`config.mk`:
```
export PLATFORM = sky130hd
export DESIGN_NAME = cspc_top
export DESIGN_NICKNAME = d
export VERILOG_FILES = /design/src/common/cspc_pkg.sv /design/src/hdl/cspc_top.sv
export VERILOG_INCLUDE_DIRS = /design/src /design/src/common
export SDC_FILE = /design/constraint.sdc
export NUM_CORES = 1
export LEC_CHECK = 0
export ABC_AREA = 0
export BUFFER_PORTS_ARGS = -buffer_cell sky130_fd_sc_hd__buf_2
export CORE_MARGIN = 3
export CORE_UTILIZATION = 48
export DETAILED_ROUTE_END_ITERATION = 16
export PLACE_DENSITY = 0.68
export SYNTH_ARGS = -nofsm -noshare
export SYNTH_HDL_FRONTEND = slang
export SYNTH_SLANG_ARGS = --single-unit
```
`constraint.sdc`:
```
create_clock -name clk_sys -period 4.2 [get_ports clk_sys]
set_input_delay 0.21 -clock clk_sys [delete_from_list [all_inputs] [get_ports clk_sys]]
set_output_delay 0.21 -clock clk_sys [all_outputs]
set_load 0.02 [all_outputs]
```
`src/common/cspc_params.svh`:
```
// Purpose: Constants of the charger status and pin control block
// Assumes: 20 MHz system clock, word-aligned register port
// Notes:   Operation
// Operation
// Charging in progress pulls status pin low
// Done or sleep releases status pin high
// Fault suspend blinks status at 1Hz, 50%
// Status pin mode field disables status drive
// Update or fault gives 256us alert low pulse
// Charge enabled when allow bit 1, pin low
// Source pin high 500mA, low 2.4A default
// Host written current limit overrides pin default
// Supply ok low only for good input
// Each data line level from its field
// Status, alert, supply ok only pull low
// Timing by clock counts; fault has priority
`ifndef CSPC_PARAMS_SVH
`define CSPC_PARAMS_SVH
// -----------------------------------------------------------------
// Timing
// -----------------------------------------------------------------
`define CSPC_CLK_HZ        20000000
`define CSPC_ALERT_US      256
`define CSPC_BLINK_HZ      1
`define CSPC_CNT_W         24
// -----------------------------------------------------------------
// Register byte addresses
// -----------------------------------------------------------------
`define CSPC_A_CTRL        8'h00
`define CSPC_A_INPUT_LIMIT_SETTING        8'h04
`define CSPC_A_STATUS      8'h08
`define CSPC_A_INT_STAT    8'h0c
`define CSPC_A_INT_CLR     8'h10
`define CSPC_A_INT_EN      8'h14
// -----------------------------------------------------------------
// Fields and reset values
// -----------------------------------------------------------------
`define CSPC_CTRL_RST      8'h01
`define CSPC_CTRL_ALLOW    0
`define CSPC_CTRL_MODE     2:1
`define CSPC_CTRL_DP       4:3
`define CSPC_CTRL_DM       6:5
`define CSPC_INPUT_LIMIT_SETTING_FIELD    4:0
`define CSPC_MODE_ON       2'h0
`define CSPC_INPUT_LIMIT_SETTING_500MA    5'h04
`define CSPC_INPUT_LIMIT_SETTING_2400MA   5'h17
`define CSPC_INPUT_LIMIT_SETTING_BASE_MA  12'h064
`define CSPC_INPUT_LIMIT_SETTING_STEP_MA  12'h064
`define CSPC_INPUT_LIMIT_SETTING_MIN_MA   12'h01e
`define CSPC_EV_W          3
`define CSPC_EV_UPD        0
`define CSPC_EV_FAULT      1
`define CSPC_EV_SUPPLY     2
`endif

```
`src/common/cspc_pkg.sv`:
```
// Purpose: Types of the charger status and pin control block
// Assumes: Constants come from cspc_params.svh
// Notes:   Nothing here is imported; users write cspc_pkg::name
package cspc_pkg;
  // -----------------------------------------------------------------
  // Charge core state, one bit per condition
  // -----------------------------------------------------------------
  typedef struct packed {
    logic in_progress; // Charge cycle running
    logic done;        // Charge completed
    logic sleep;       // Charger in sleep mode
    logic fault;       // Charge suspended by a fault
  } cspc_chg_t;

  // Input supply comparators
  typedef struct packed {
    logic above_undervolt_lockout;  // Above undervolt_lockout threshold
    logic overvolt;    // input_overvolt tripped
    logic above_sleep; // Above sleep threshold
  } cspc_vin_t;

  // Register port request
  typedef struct packed {
    logic [7:0] addr;  // Byte address
    logic [7:0] wdata; // Write data
    logic       wr;    // Write strobe
    logic       rd;    // Read strobe
  } cspc_bus_t;

  // Status pin drive state
  typedef enum logic [1:0] {
    CSPC_ST_OFF   = 2'b00,
    CSPC_ST_ON    = 2'b01,
    CSPC_ST_BLINK = 2'b10
  } cspc_stat_t;
endpackage : cspc_pkg

```
`src/hdl/cspc_top.sv`:
```
// Purpose: Status pins, alert pulse and charge control of the charger
// Assumes: All inputs synchronous to clk_sys; open-drain pads outside
// Notes:   Open-drain pins show as out value plus output enable
`timescale 1ns/1ns
`include "cspc_params.svh"
module cspc_top #(
  // Alert pulse length in cycles
  parameter int unsigned ALERT_CYC = (`CSPC_CLK_HZ / 1000000) * `CSPC_ALERT_US,
  // Half period of the status blink in cycles
  parameter int unsigned BLINK_HALF = `CSPC_CLK_HZ / (2 * `CSPC_BLINK_HZ)
) (
  // Clock and reset
  input  wire logic                 clk_sys,
  input  wire logic                 rst,
  // Register port
  input  wire cspc_pkg::cspc_bus_t  bus_req,
  output logic [7:0]                bus_rdata,
  // Charge core and supply state
  input  wire cspc_pkg::cspc_chg_t  chg_state,
  input  wire logic                 status_update,
  input  wire cspc_pkg::cspc_vin_t  vin_state,
  // Pins in
  input  wire logic                 charge_allow_low,
  input  wire logic                 source_sel,
  // Open-drain pins out
  output logic                      stat_o,
  output logic                      stat_oe,
  output logic                      host_alert_n_o,
  output logic                      host_alert_n_oe,
  output logic                      supply_ok_n_o,
  output logic                      supply_ok_n_oe,
  // Controls to the power stage
  output logic                      charge_en,
  output logic [4:0]                input_limit_setting,
  output logic [1:0]                dplus_level,
  output logic [1:0]                dminus_level,
  // Interrupt
  output logic                      irq
);

  // -----------------------------------------------------------------
  // Functions
  // -----------------------------------------------------------------
  // Address match, used by read and write decode
  function automatic logic hit(input logic [7:0] a, input logic [7:0] b);
    hit = (a == b);
  endfunction : hit

  // Limit code to milliamps
  function automatic logic [11:0] code_ma(input logic [4:0] c);
    code_ma = `CSPC_INPUT_LIMIT_SETTING_BASE_MA + 12'(c) * `CSPC_INPUT_LIMIT_SETTING_STEP_MA;
  endfunction : code_ma

  // -----------------------------------------------------------------
  // Registers
  // -----------------------------------------------------------------
  logic [7:0]             ctrl_reg;     // Allow bit, mode, levels
  logic [4:0]             input_limit_setting_reg;     // input_current_limit_field
  logic                   input_limit_setting_ovr_reg; // Host has written the limit
  logic [`CSPC_EV_W-1:0]  int_stat_reg; // Sticky events
  logic [`CSPC_EV_W-1:0]  int_en_reg;   // Event enables
  logic [`CSPC_EV_W-1:0]  events;       // This cycle's events
  logic                   fault_reg;    // Fault, last cycle
  logic                   supply_reg;   // Supply good, last cycle
  logic [`CSPC_CNT_W-1:0] alert_cnt_reg;
  logic [`CSPC_CNT_W-1:0] blink_cnt_reg;
  logic                   blink_reg;    // Blink phase, 1 = pulled low
  cspc_pkg::cspc_stat_t   stat_reg;
  cspc_pkg::cspc_stat_t   stat_next;
  logic                   supply_good;

  // Field views
  logic       charge_allow_bit;
  logic [1:0] status_pin_mode;
  assign charge_allow_bit = ctrl_reg[`CSPC_CTRL_ALLOW];
  assign status_pin_mode  = ctrl_reg[`CSPC_CTRL_MODE];

  // -----------------------------------------------------------------
  // Register writes
  // -----------------------------------------------------------------
  // Control register
  always_ff @(posedge clk_sys) begin
    if (rst) begin
      ctrl_reg <= `CSPC_CTRL_RST;
    end else if (bus_req.wr && hit(bus_req.addr, `CSPC_A_CTRL)) begin
      ctrl_reg <= bus_req.wdata;
    end
  end

  // Limit field; a write marks the override for good
  always_ff @(posedge clk_sys) begin
    if (rst) begin
      input_limit_setting_reg     <= 5'h00;
      input_limit_setting_ovr_reg <= 1'b0;
    end else if (bus_req.wr && hit(bus_req.addr, `CSPC_A_INPUT_LIMIT_SETTING)) begin
      input_limit_setting_reg     <= bus_req.wdata[`CSPC_INPUT_LIMIT_SETTING_FIELD];
      input_limit_setting_ovr_reg <= 1'b1;
    end
  end

  // Interrupt enables
  always_ff @(posedge clk_sys) begin
    if (rst) begin
      int_en_reg <= '0;
    end else if (bus_req.wr && hit(bus_req.addr, `CSPC_A_INT_EN)) begin
      int_en_reg <= bus_req.wdata[`CSPC_EV_W-1:0];
    end
  end

  // Sticky status; a new event wins over a clear in the same cycle
  always_ff @(posedge clk_sys) begin
    if (rst) begin
      int_stat_reg <= '0;
    end else if (bus_req.wr && hit(bus_req.addr, `CSPC_A_INT_CLR)) begin
      int_stat_reg <= (int_stat_reg & ~bus_req.wdata[`CSPC_EV_W-1:0]) | events;
    end else begin
      int_stat_reg <= int_stat_reg | events;
    end
  end

  assign irq = |(int_stat_reg & int_en_reg);

  // -----------------------------------------------------------------
  // Register reads, data one cycle after the strobe
  // -----------------------------------------------------------------
  always_ff @(posedge clk_sys) begin
    if (rst) begin
      bus_rdata <= 8'h00;
    end else if (bus_req.rd) begin
      if (hit(bus_req.addr, `CSPC_A_CTRL)) begin
        bus_rdata <= ctrl_reg;
      end else if (hit(bus_req.addr, `CSPC_A_INPUT_LIMIT_SETTING)) begin
        bus_rdata <= {input_limit_setting_ovr_reg, 2'h0, input_limit_setting};
      end else if (hit(bus_req.addr, `CSPC_A_STATUS)) begin
        bus_rdata <= {1'b0, charge_en, supply_good, blink_reg, chg_state};
      end else if (hit(bus_req.addr, `CSPC_A_INT_STAT)) begin
        bus_rdata <= {5'h00, int_stat_reg};
      end else if (hit(bus_req.addr, `CSPC_A_INT_EN)) begin
        bus_rdata <= {5'h00, int_en_reg};
      end else begin
        bus_rdata <= 8'h00; // Unmapped and write-only read as zero
      end
    end else begin
      bus_rdata <= 8'h00;
    end
  end

  // -----------------------------------------------------------------
  // Event detection
  // -----------------------------------------------------------------
  // Edge history for fault and supply state
  always_ff @(posedge clk_sys) begin
    if (rst) begin
      fault_reg  <= 1'b0;
      supply_reg <= 1'b0;
    end else begin
      fault_reg  <= chg_state.fault;
      supply_reg <= supply_good;
    end
  end

  assign events[`CSPC_EV_UPD]    = status_update;
  assign events[`CSPC_EV_FAULT]  = chg_state.fault & ~fault_reg;
  assign events[`CSPC_EV_SUPPLY] = supply_good ^ supply_reg;

  // -----------------------------------------------------------------
  // Host alert pulse
  // -----------------------------------------------------------------
  // A new update or fault restarts the count, so the pin stays low a full width
  always_ff @(posedge clk_sys) begin
    if (rst) begin
      alert_cnt_reg <= '0;
    end else if (status_update || events[`CSPC_EV_FAULT]) begin
      alert_cnt_reg <= `CSPC_CNT_W'(ALERT_CYC);
    end else if (alert_cnt_reg != '0) begin
      alert_cnt_reg <= alert_cnt_reg - `CSPC_CNT_W'(1);
    end
  end

  assign host_alert_n_o  = 1'b0;
  assign host_alert_n_oe = (alert_cnt_reg != '0);

  // -----------------------------------------------------------------
  // Charge status pin
  // -----------------------------------------------------------------
  // Fault outranks charging; done and sleep release
  always_comb begin
    if (status_pin_mode != `CSPC_MODE_ON) begin
      stat_next = cspc_pkg::CSPC_ST_OFF;
    end else if (chg_state.fault) begin
      stat_next = cspc_pkg::CSPC_ST_BLINK;
    end else if (chg_state.in_progress) begin
      stat_next = cspc_pkg::CSPC_ST_ON;
    end else begin
      stat_next = cspc_pkg::CSPC_ST_OFF;
    end
  end

  always_ff @(posedge clk_sys) begin
    if (rst) begin
      stat_reg <= cspc_pkg::CSPC_ST_OFF;
    end else begin
      stat_reg <= stat_next;
    end
  end

  // Blink timer restarts on entry so the first low phase is full
  always_ff @(posedge clk_sys) begin
    if (rst) begin
      blink_cnt_reg <= '0;
      blink_reg     <= 1'b0;
    end else if (stat_reg != cspc_pkg::CSPC_ST_BLINK) begin
      blink_cnt_reg <= `CSPC_CNT_W'(BLINK_HALF - 1);
      blink_reg     <= 1'b1;
    end else if (blink_cnt_reg == '0) begin
      blink_cnt_reg <= `CSPC_CNT_W'(BLINK_HALF - 1);
      blink_reg     <= ~blink_reg;
    end else begin
      blink_cnt_reg <= blink_cnt_reg - `CSPC_CNT_W'(1);
    end
  end

  // Pin pulled low only, never driven high
  always_comb begin
    stat_o = 1'b0;
    case (stat_reg)
      cspc_pkg::CSPC_ST_ON:    stat_oe = 1'b1;
      cspc_pkg::CSPC_ST_BLINK: stat_oe = blink_reg;
      cspc_pkg::CSPC_ST_OFF:   stat_oe = 1'b0;
      default:                 stat_oe = 1'b0;
    endcase
  end

  // -----------------------------------------------------------------
  // Current limit, supply good, charge enable and data lines
  // -----------------------------------------------------------------
  always_ff @(posedge clk_sys) begin
    if (rst) begin
      input_limit_setting <= `CSPC_INPUT_LIMIT_SETTING_500MA;
    end else if (input_limit_setting_ovr_reg) begin
      input_limit_setting <= input_limit_setting_reg;
    end else begin
      input_limit_setting <= source_sel ? `CSPC_INPUT_LIMIT_SETTING_500MA
                                        : `CSPC_INPUT_LIMIT_SETTING_2400MA;
    end
  end

  // Good input window and a usable limit
  assign supply_good = vin_state.above_undervolt_lockout & ~vin_state.overvolt &
                       vin_state.above_sleep &
                       (code_ma(input_limit_setting) > `CSPC_INPUT_LIMIT_SETTING_MIN_MA);
  assign supply_ok_n_o  = 1'b0;
  assign supply_ok_n_oe = supply_reg;

  always_ff @(posedge clk_sys) begin
    if (rst) begin
      charge_en    <= 1'b0;
      dplus_level  <= 2'h0;
      dminus_level <= 2'h0;
    end else begin
      charge_en    <= charge_allow_bit & ~charge_allow_low;
      dplus_level  <= ctrl_reg[`CSPC_CTRL_DP];
      dminus_level <= ctrl_reg[`CSPC_CTRL_DM];
    end
  end

  // -----------------------------------------------------------------
  // Assertions
  // -----------------------------------------------------------------
  property p_alert_start;
    @(posedge clk_sys) disable iff (rst)
      status_update |=> host_alert_n_oe && alert_cnt_reg == `CSPC_CNT_W'(ALERT_CYC);
  endproperty
  a_alert_start: assert property (p_alert_start) else $error("alert not started");

  property p_alert_bound;
    @(posedge clk_sys) disable iff (rst)
      alert_cnt_reg <= `CSPC_CNT_W'(ALERT_CYC);
  endproperty
  a_alert_bound: assert property (p_alert_bound) else $error("alert too long");

  property p_alert_end;
    @(posedge clk_sys) disable iff (rst)
      (alert_cnt_reg == `CSPC_CNT_W'(1) && !status_update && !events[`CSPC_EV_FAULT])
      |=> !host_alert_n_oe;
  endproperty
  a_alert_end: assert property (p_alert_end) else $error("alert not ended");

  property p_stat_on;
    @(posedge clk_sys) disable iff (rst)
      (chg_state.in_progress && !chg_state.fault && status_pin_mode == `CSPC_MODE_ON)
      |=> stat_oe;
  endproperty
  a_stat_on: assert property (p_stat_on) else $error("status not low");

  property p_stat_off;
    @(posedge clk_sys) disable iff (rst)
      (!chg_state.in_progress && !chg_state.fault) |=> !stat_oe;
  endproperty
  a_stat_off: assert property (p_stat_off) else $error("status not released");

  property p_blink_steady;
    @(posedge clk_sys) disable iff (rst)
      (stat_reg == cspc_pkg::CSPC_ST_BLINK && $past(blink_cnt_reg) != '0 &&
       $past(stat_reg) == cspc_pkg::CSPC_ST_BLINK) |-> $stable(stat_oe);
  endproperty
  a_blink_steady: assert property (p_blink_steady) else $error("blink early");

  property p_mode_off;
    @(posedge clk_sys) disable iff (rst)
      (status_pin_mode != `CSPC_MODE_ON) |=> !stat_oe;
  endproperty
  a_mode_off: assert property (p_mode_off) else $error("status not disabled");

  property p_charge_en;
    @(posedge clk_sys) disable iff (rst)
      !rst |=> charge_en == ($past(charge_allow_bit) && !$past(charge_allow_low));
  endproperty
  a_charge_en: assert property (p_charge_en) else $error("charge enable wrong");

  property p_input_limit_setting_pin;
    @(posedge clk_sys) disable iff (rst)
      (!input_limit_setting_ovr_reg && source_sel) |=> input_limit_setting == `CSPC_INPUT_LIMIT_SETTING_500MA;
  endproperty
  a_input_limit_setting_pin: assert property (p_input_limit_setting_pin) else $error("pin limit wrong");

  property p_input_limit_setting_ovr;
    @(posedge clk_sys) disable iff (rst)
      (bus_req.wr && hit(bus_req.addr, `CSPC_A_INPUT_LIMIT_SETTING))
      |=> ##1 input_limit_setting == $past(bus_req.wdata[`CSPC_INPUT_LIMIT_SETTING_FIELD], 2);
  endproperty
  a_input_limit_setting_ovr: assert property (p_input_limit_setting_ovr) else $error("limit not taken");

  property p_supply;
    @(posedge clk_sys) disable iff (rst)
      (vin_state.overvolt || !vin_state.above_undervolt_lockout) |=> !supply_ok_n_oe;
  endproperty
  a_supply: assert property (p_supply) else $error("supply ok on bad input");

  property p_levels;
    @(posedge clk_sys) disable iff (rst)
      !rst |=> dplus_level == $past(ctrl_reg[`CSPC_CTRL_DP]) &&
               dminus_level == $past(ctrl_reg[`CSPC_CTRL_DM]);
  endproperty
  a_levels: assert property (p_levels) else $error("line level wrong");

  property p_open_drain;
    @(posedge clk_sys) disable iff (rst)
      !stat_o && !host_alert_n_o && !supply_ok_n_o;
  endproperty
  a_open_drain: assert property (p_open_drain) else $error("pin driven high");

  c_blink: cover property (@(posedge clk_sys) disable iff (rst)
    stat_reg == cspc_pkg::CSPC_ST_BLINK && blink_cnt_reg == '0);
  c_alert: cover property (@(posedge clk_sys) disable iff (rst)
    $fell(host_alert_n_oe));
  c_override: cover property (@(posedge clk_sys) disable iff (rst)
    $rose(input_limit_setting_ovr_reg));
  c_irq: cover property (@(posedge clk_sys) disable iff (rst) $rose(irq));

endmodule : cspc_top

```
Word level (Yosys, flattened, before mapping)
Index checks and enable logic that the tools add are counted.
Operators by class
  shifts and indexed selects: 0
  bitwise logic cells: 16
  add/subtract/negate cells: 3
  multiply operators: 1
  reduce and logical (&&, ||, !) cells: 17
  magnitude comparators: 1
  muxes and demuxes: 17
  divide/modulo/power cells: 0
  eq/ne operators: 8
Operators with widths (number)
  24-bit 2-to-1 mux: 2
  24-bit by 1-bit subtractor with 24-bit output (second input constant): 2
  13-bit 2-to-1 mux: 2
  24-bit logical NOT: 1
  24-bit nonzero test: 1
  8-bit by 4-bit equality test with 1-bit output (second input constant): 2
  8-bit by 5-bit equality test with 1-bit output (second input constant): 2
  8-bit 2-to-1 mux: 2
  7-bit by 12-bit adder with 12-bit output (first input constant): 1
  12-bit by 5-bit > comparator with 1-bit output (second input constant): 1
  5-bit by 5-bit multiplier with 10-bit output (second input constant): 1
  5-bit 2-to-1 mux: 2
  3-bit 2-to-1 mux: 3
  3-bit OR reduction: 3
  8-bit by 3-bit equality test with 1-bit output (second input constant): 1
  8-bit logical NOT: 1
  7-bit 2-to-1 mux: 1
  3-bit AND: 2
  3-bit bitwise OR: 2
  2-bit nonzero test: 3
  2-bit OR reduction: 3
  1-bit AND: 5
  1-bit NOT: 5
  1-bit logical AND: 4
  9 further kinds: 11
Word-level totals
  logic and storage cells: 82
  bits in latches: 0
  register bits after elaboration: 91
  memory bits (read-only): 0
  memories kept: 0
  memory bits (writable): 0

Depth between registers and ports, before layout
  depth after elaboration: 7
  gate-level depth with buffers: 11
  gate-level depth less buffers: 11

Least setup slack after synthesis
Ideal clock, no wire load.
  path type: register to register
  from: register input_limit_setting[3]
  to: register int_stat_reg[2]
  slack: 1.530 ns
  buffers on the path: 0
  data required time: 4.078 ns
  cell stages (with the launch flop): 12
  period minus slack after synthesis: 2.670 ns
  data arrival time: 2.548 ns
  cells stage by stage: dfxtp_1 inv_1 ha_1 inv_1 ha_1 ha_1 ha_1 a21oi_1 xnor2_1 or3_1 a211oi_1 nor3b_1
Between the ends
  cells in the longest elaborated chain, start to end: 7
RTL lines
  from (decl): line cspc_top.sv:34  | output logic [4:0] input_limit_setting,
  from (signal assigned): line cspc_top.sv:239  | input_limit_setting <= `CSPC_INPUT_LIMIT_SETTING_500MA;
  from (signal assigned): line cspc_top.sv:241  | input_limit_setting <= input_limit_setting_reg;
  from (signal assigned): line cspc_top.sv:243  | input_limit_setting <= source_sel ? `CSPC_INPUT_LIMIT_SETTING_500MA
  5-bit by 5-bit multiplier with 10-bit output (no line) *
  7-bit by 12-bit adder with 12-bit output (no line) *
  12-bit by 5-bit > comparator with 1-bit output (no line) *
  1-bit AND *: line cspc_top.sv:249  | assign supply_good = vin_state.above_undervolt_lockout & ~vin_state.overvolt &
  1-bit XOR *: line cspc_top.sv:164  | assign events[`CSPC_EV_SUPPLY] = supply_good ^ supply_reg;
  3-bit bitwise OR (on tied branches): line cspc_top.sv:117, cspc_top.sv:115
  3-bit 2-to-1 mux *: line cspc_top.sv:114  | end else if (bus_req.wr && hit(bus_req.addr, `CSPC_A_INT_CLR)) begin
  to (signal assigned): line cspc_top.sv:115  | int_stat_reg <= (int_stat_reg & ~bus_req.wdata[`CSPC_EV_W-1:0]) | events;
  to (signal assigned): line cspc_top.sv:117  | int_stat_reg <= int_stat_reg | events;
  to (decl): line cspc_top.sv:60  | logic [`CSPC_EV_W-1:0] int_stat_reg;
Mark *: on every way between the ends. The rest lies on a longest branch, timed or not.
A chain may end at the register's enable or synchronous reset.

Worst setup path after layout
  from: register alert_cnt_reg[2]
  to: output host_alert_n_oe
Between the ends
  cells in the longest elaborated chain, start to end: 1
RTL lines
  from (decl): line cspc_top.sv:65  | logic [`CSPC_CNT_W-1:0] alert_cnt_reg;
  from (signal assigned): line cspc_top.sv:174  | alert_cnt_reg <= `CSPC_CNT_W'(ALERT_CYC);
  from (signal assigned): line cspc_top.sv:176  | alert_cnt_reg <= alert_cnt_reg - `CSPC_CNT_W'(1);
  24-bit nonzero test: line cspc_top.sv:181  | assign host_alert_n_oe = (alert_cnt_reg != '0);
  to (decl): line cspc_top.sv:29  | output logic host_alert_n_oe,
No other way between the ends.

==> impl_metrics.toml <==
[logic_synthesis]
ys_ff_latch = 91
syn_inst = 489
synth_edf_count = 0
synth.area.top_cells = "dfxtp_1 41%, ha_1 5.8%, xnor2_1 5.8%, nor2_1 5.2%, a21oi_1 4.2%"
yosysTopAreaCell = "dfxtp_1"
netlist_area_um2 = 4497
yosysSeqAreaShare_pct = 40.51
ys_warn_count = 0
ys_types = 63
synth_top_area_share_pct = 40.51
async_flop_share_pct = 0
syn_area_per_cell_um2 = 9.196
synthFlopType = "dfxtp_1"

[clocking]
cts_root_buf = "clkbuf_8"
ctsHtreeMaxLevel = 3
clkLatencyLatePin_ns = 0.36
numCtsBuffers = 9
clk_pin_slew_ns = 0.10
cts_sinks = 91
cts_buffer_depth = 2
cts_setup_buffers = 0
cts_tree = "built"

[placement]
gp_congestion = 0.8152
dp_hpwl_um = 6881
post_dp_cell_area_um2 = 4785
portBuffers = 51

[sta]
worst_pin_slew_ns = 0.9332
fin_skew_ns = 0.01053
fin_setup_tns_ns = 0
rsz0062_at_grt = "no"
drv_slew = 0
fin_crit_sh_pct = 70.38
max-slew-margin-rel_pct = 37.79
period_needed_ns = 2.956
finalSetupViolations = 0
clock.fmax_ghz = 0.3383
hold_viol = 0

[critical_path]
crit_path_start_kind = "flop"
arrival_ns = 2.75
regToRegSetupSlack_ns = 1.43
r2r-start = "input_limit_setting[3]"
cp.required_ns = 3.99
worst_setup_path_end_kind = "output pin"
crit_path_start = "alert_cnt_reg[2]"
cp_max_fo = 14
crit_type = "flop to output pin"
r2r_end = "supply_ok_n_oe"
r2r_cells = 11

[floorplan]
core_area_um2 = 8891
die_area_um2 = 10570
rows = 34
die_w_um = 102.8
ios = 55
die_h_um = 102.8
initial_core_util_pct = 50.58

[grt]
grt.total_usage_pct = 18.96
grt_max_degree = 52
antenna_found_initial = 0
grt_pass1_wl_um = 15990
first_global_vias = 3396
overflow = 0

[detailed_routing]
drtIter0Drc = 153
drc = 0
ant_nets = 0
drt-pass1-iter-count = 5
wirelength_um = 9439
num_vias = 3584
routedWlPerCell_um = 14.66
via_per_inst = 5.565

[finish]
diodes = 0
nets = 583
area_growth_pct = 11.07
post-route-cell-area_um2 = 4995
drive_gt1_share_pct = 17.16
n_fill_cell = 820
post-route-util_pct = 56.18

[pwr]
peakVddDrop_uv = 176.8
power_density_nw_per_um2 = 372.2
p_leak_nw = 1.945

[outcome]
status = "completed"

[worst_hold_path]
hp-class = "input pin to flop"
hold_end = "stat_reg[0]"
hold_path_depth = 2
min_from = "chg_state[3]"

[flow_run]
drv_cap = 0
-- final cells by class --
cell class              count  area, µm²  area share [%]
multi-input cells         355       2486           49.77
clock buffers               9      123.9           2.480
repair buffers             55      290.3           5.812
flip-flops and latches     91       1822           36.47
inverters                  19      71.32           1.428
well taps                 108      135.1           2.705
clock inverters             7      66.31           1.328
-- synth_stat cells, drive strengths merged (4+ instances only) --
master	instances
a222oi	4
o31ai	5
nor3b	6
xnor2	30
buf	7
xor2	8
or4	8
nand2b	5
nor2b	9
nand4b	4
nor4	15
a211oi	7
a31oi	5
nand2	17
inv	19
nor2	62
mux2i	18
ha	21
nand3	12
clkbuf	19
dfxtp	91
and2	4
or3	11
nor3	18
a311oi	4
a21oi	38
-- worst max-delay path, stage by stage (launching register included) --
cell and delay [ns]:
dfxtp_1 0.35, nor4_2 0.56, nand4b_1 0.78, nor3_4 0.47, inv_2 0.07, buf_2 0.16
-- report_power, final --
part           switching [mW]  internal [mW]  leakage, nW
logic                   0.205          0.155         1.11
registers              0.0320          0.895        0.743
clock network           0.341          0.232       0.0922
-- metal layers --
metal  global-route usage (%)  share of wire, %  wire [µm]
met1                    25.66                49       4656
met2                    30.73                45       4284
met3                    3.721               4.1        389
met5                        0                 0          0
met4                    5.677               1.1        108
-- cells in the final DEF, fill, tap and decap left out, types with 8 or more instances in the layout --
cell type	netlist	layout
nor4_1	12	12
xnor2_1	30	30
buf_2	1	51
ha_1	21	21
clkbuf_8	0	9
nor3_1	16	16
xor2_1	8	8
nand3_1	12	12
inv_1	18	18
nor2b_1	9	9
nand2_1	17	17
dfxtp_1	91	91
a21oi_1	38	38
or3_1	11	11
nor2_1	62	62
mux2i_1	18	18
-- cell families (layout without fill, tap and decap cells) --
family                   Yosys count  in the layout  share of synthesized area (%)
AND/OR/NAND/NOR                  188            188                          23.40
flip-flops                        91             91                          40.51
AO/OA/AOI/OAI                     83             83                          13.19
buffers and inverters             45             90                          4.368
XOR/XNOR                          38             38                          7.401
adder cells (fa/ha/maj)           22             22                          6.288
multiplexers                      21             21                          4.758
other                              1              3                        0.08339
-- through the flow --
stage | total power, mW | hold slack, ns | std cells | worst slack, ns
after floorplan | 1.237 | 0.2858 | 491 | 1.530
after global placement | 1.298 | 0.3713 | 626 | 1.567
after detailed placement | 1.303 | 0.3814 | 626 | 1.455
after CTS | 1.888 | 0.04802 | 644 | 1.211
after global routing | 1.972 | 0.05045 | 644 | 1.033
final | 1.859 | 0.07347 | 644 | 1.244
-- worst max-delay path by stage --
| stage | to | slack, ns | cells past startpoint |
|---|---|---|---|
| finish | host_alert_n_oe | 1.24 | 5 |
| CTS | host_alert_n_oe | 1.21 | 5 |
| global placement | supply_ok_n_oe | 1.57 | 11 |
| floorplan | int_stat_reg[2] | 1.53 | 11 |
| detailed placement | supply_ok_n_oe | 1.46 | 11 |
| global route | host_alert_n_oe | 1.03 | 6 |
-- repair_timing --
item	4_1_cts	5_1_grt
hold buffers	2	0
gates resized for setup	0	0
hold endpoints to repair	2	0
Power figures use the tool's default switching activity.
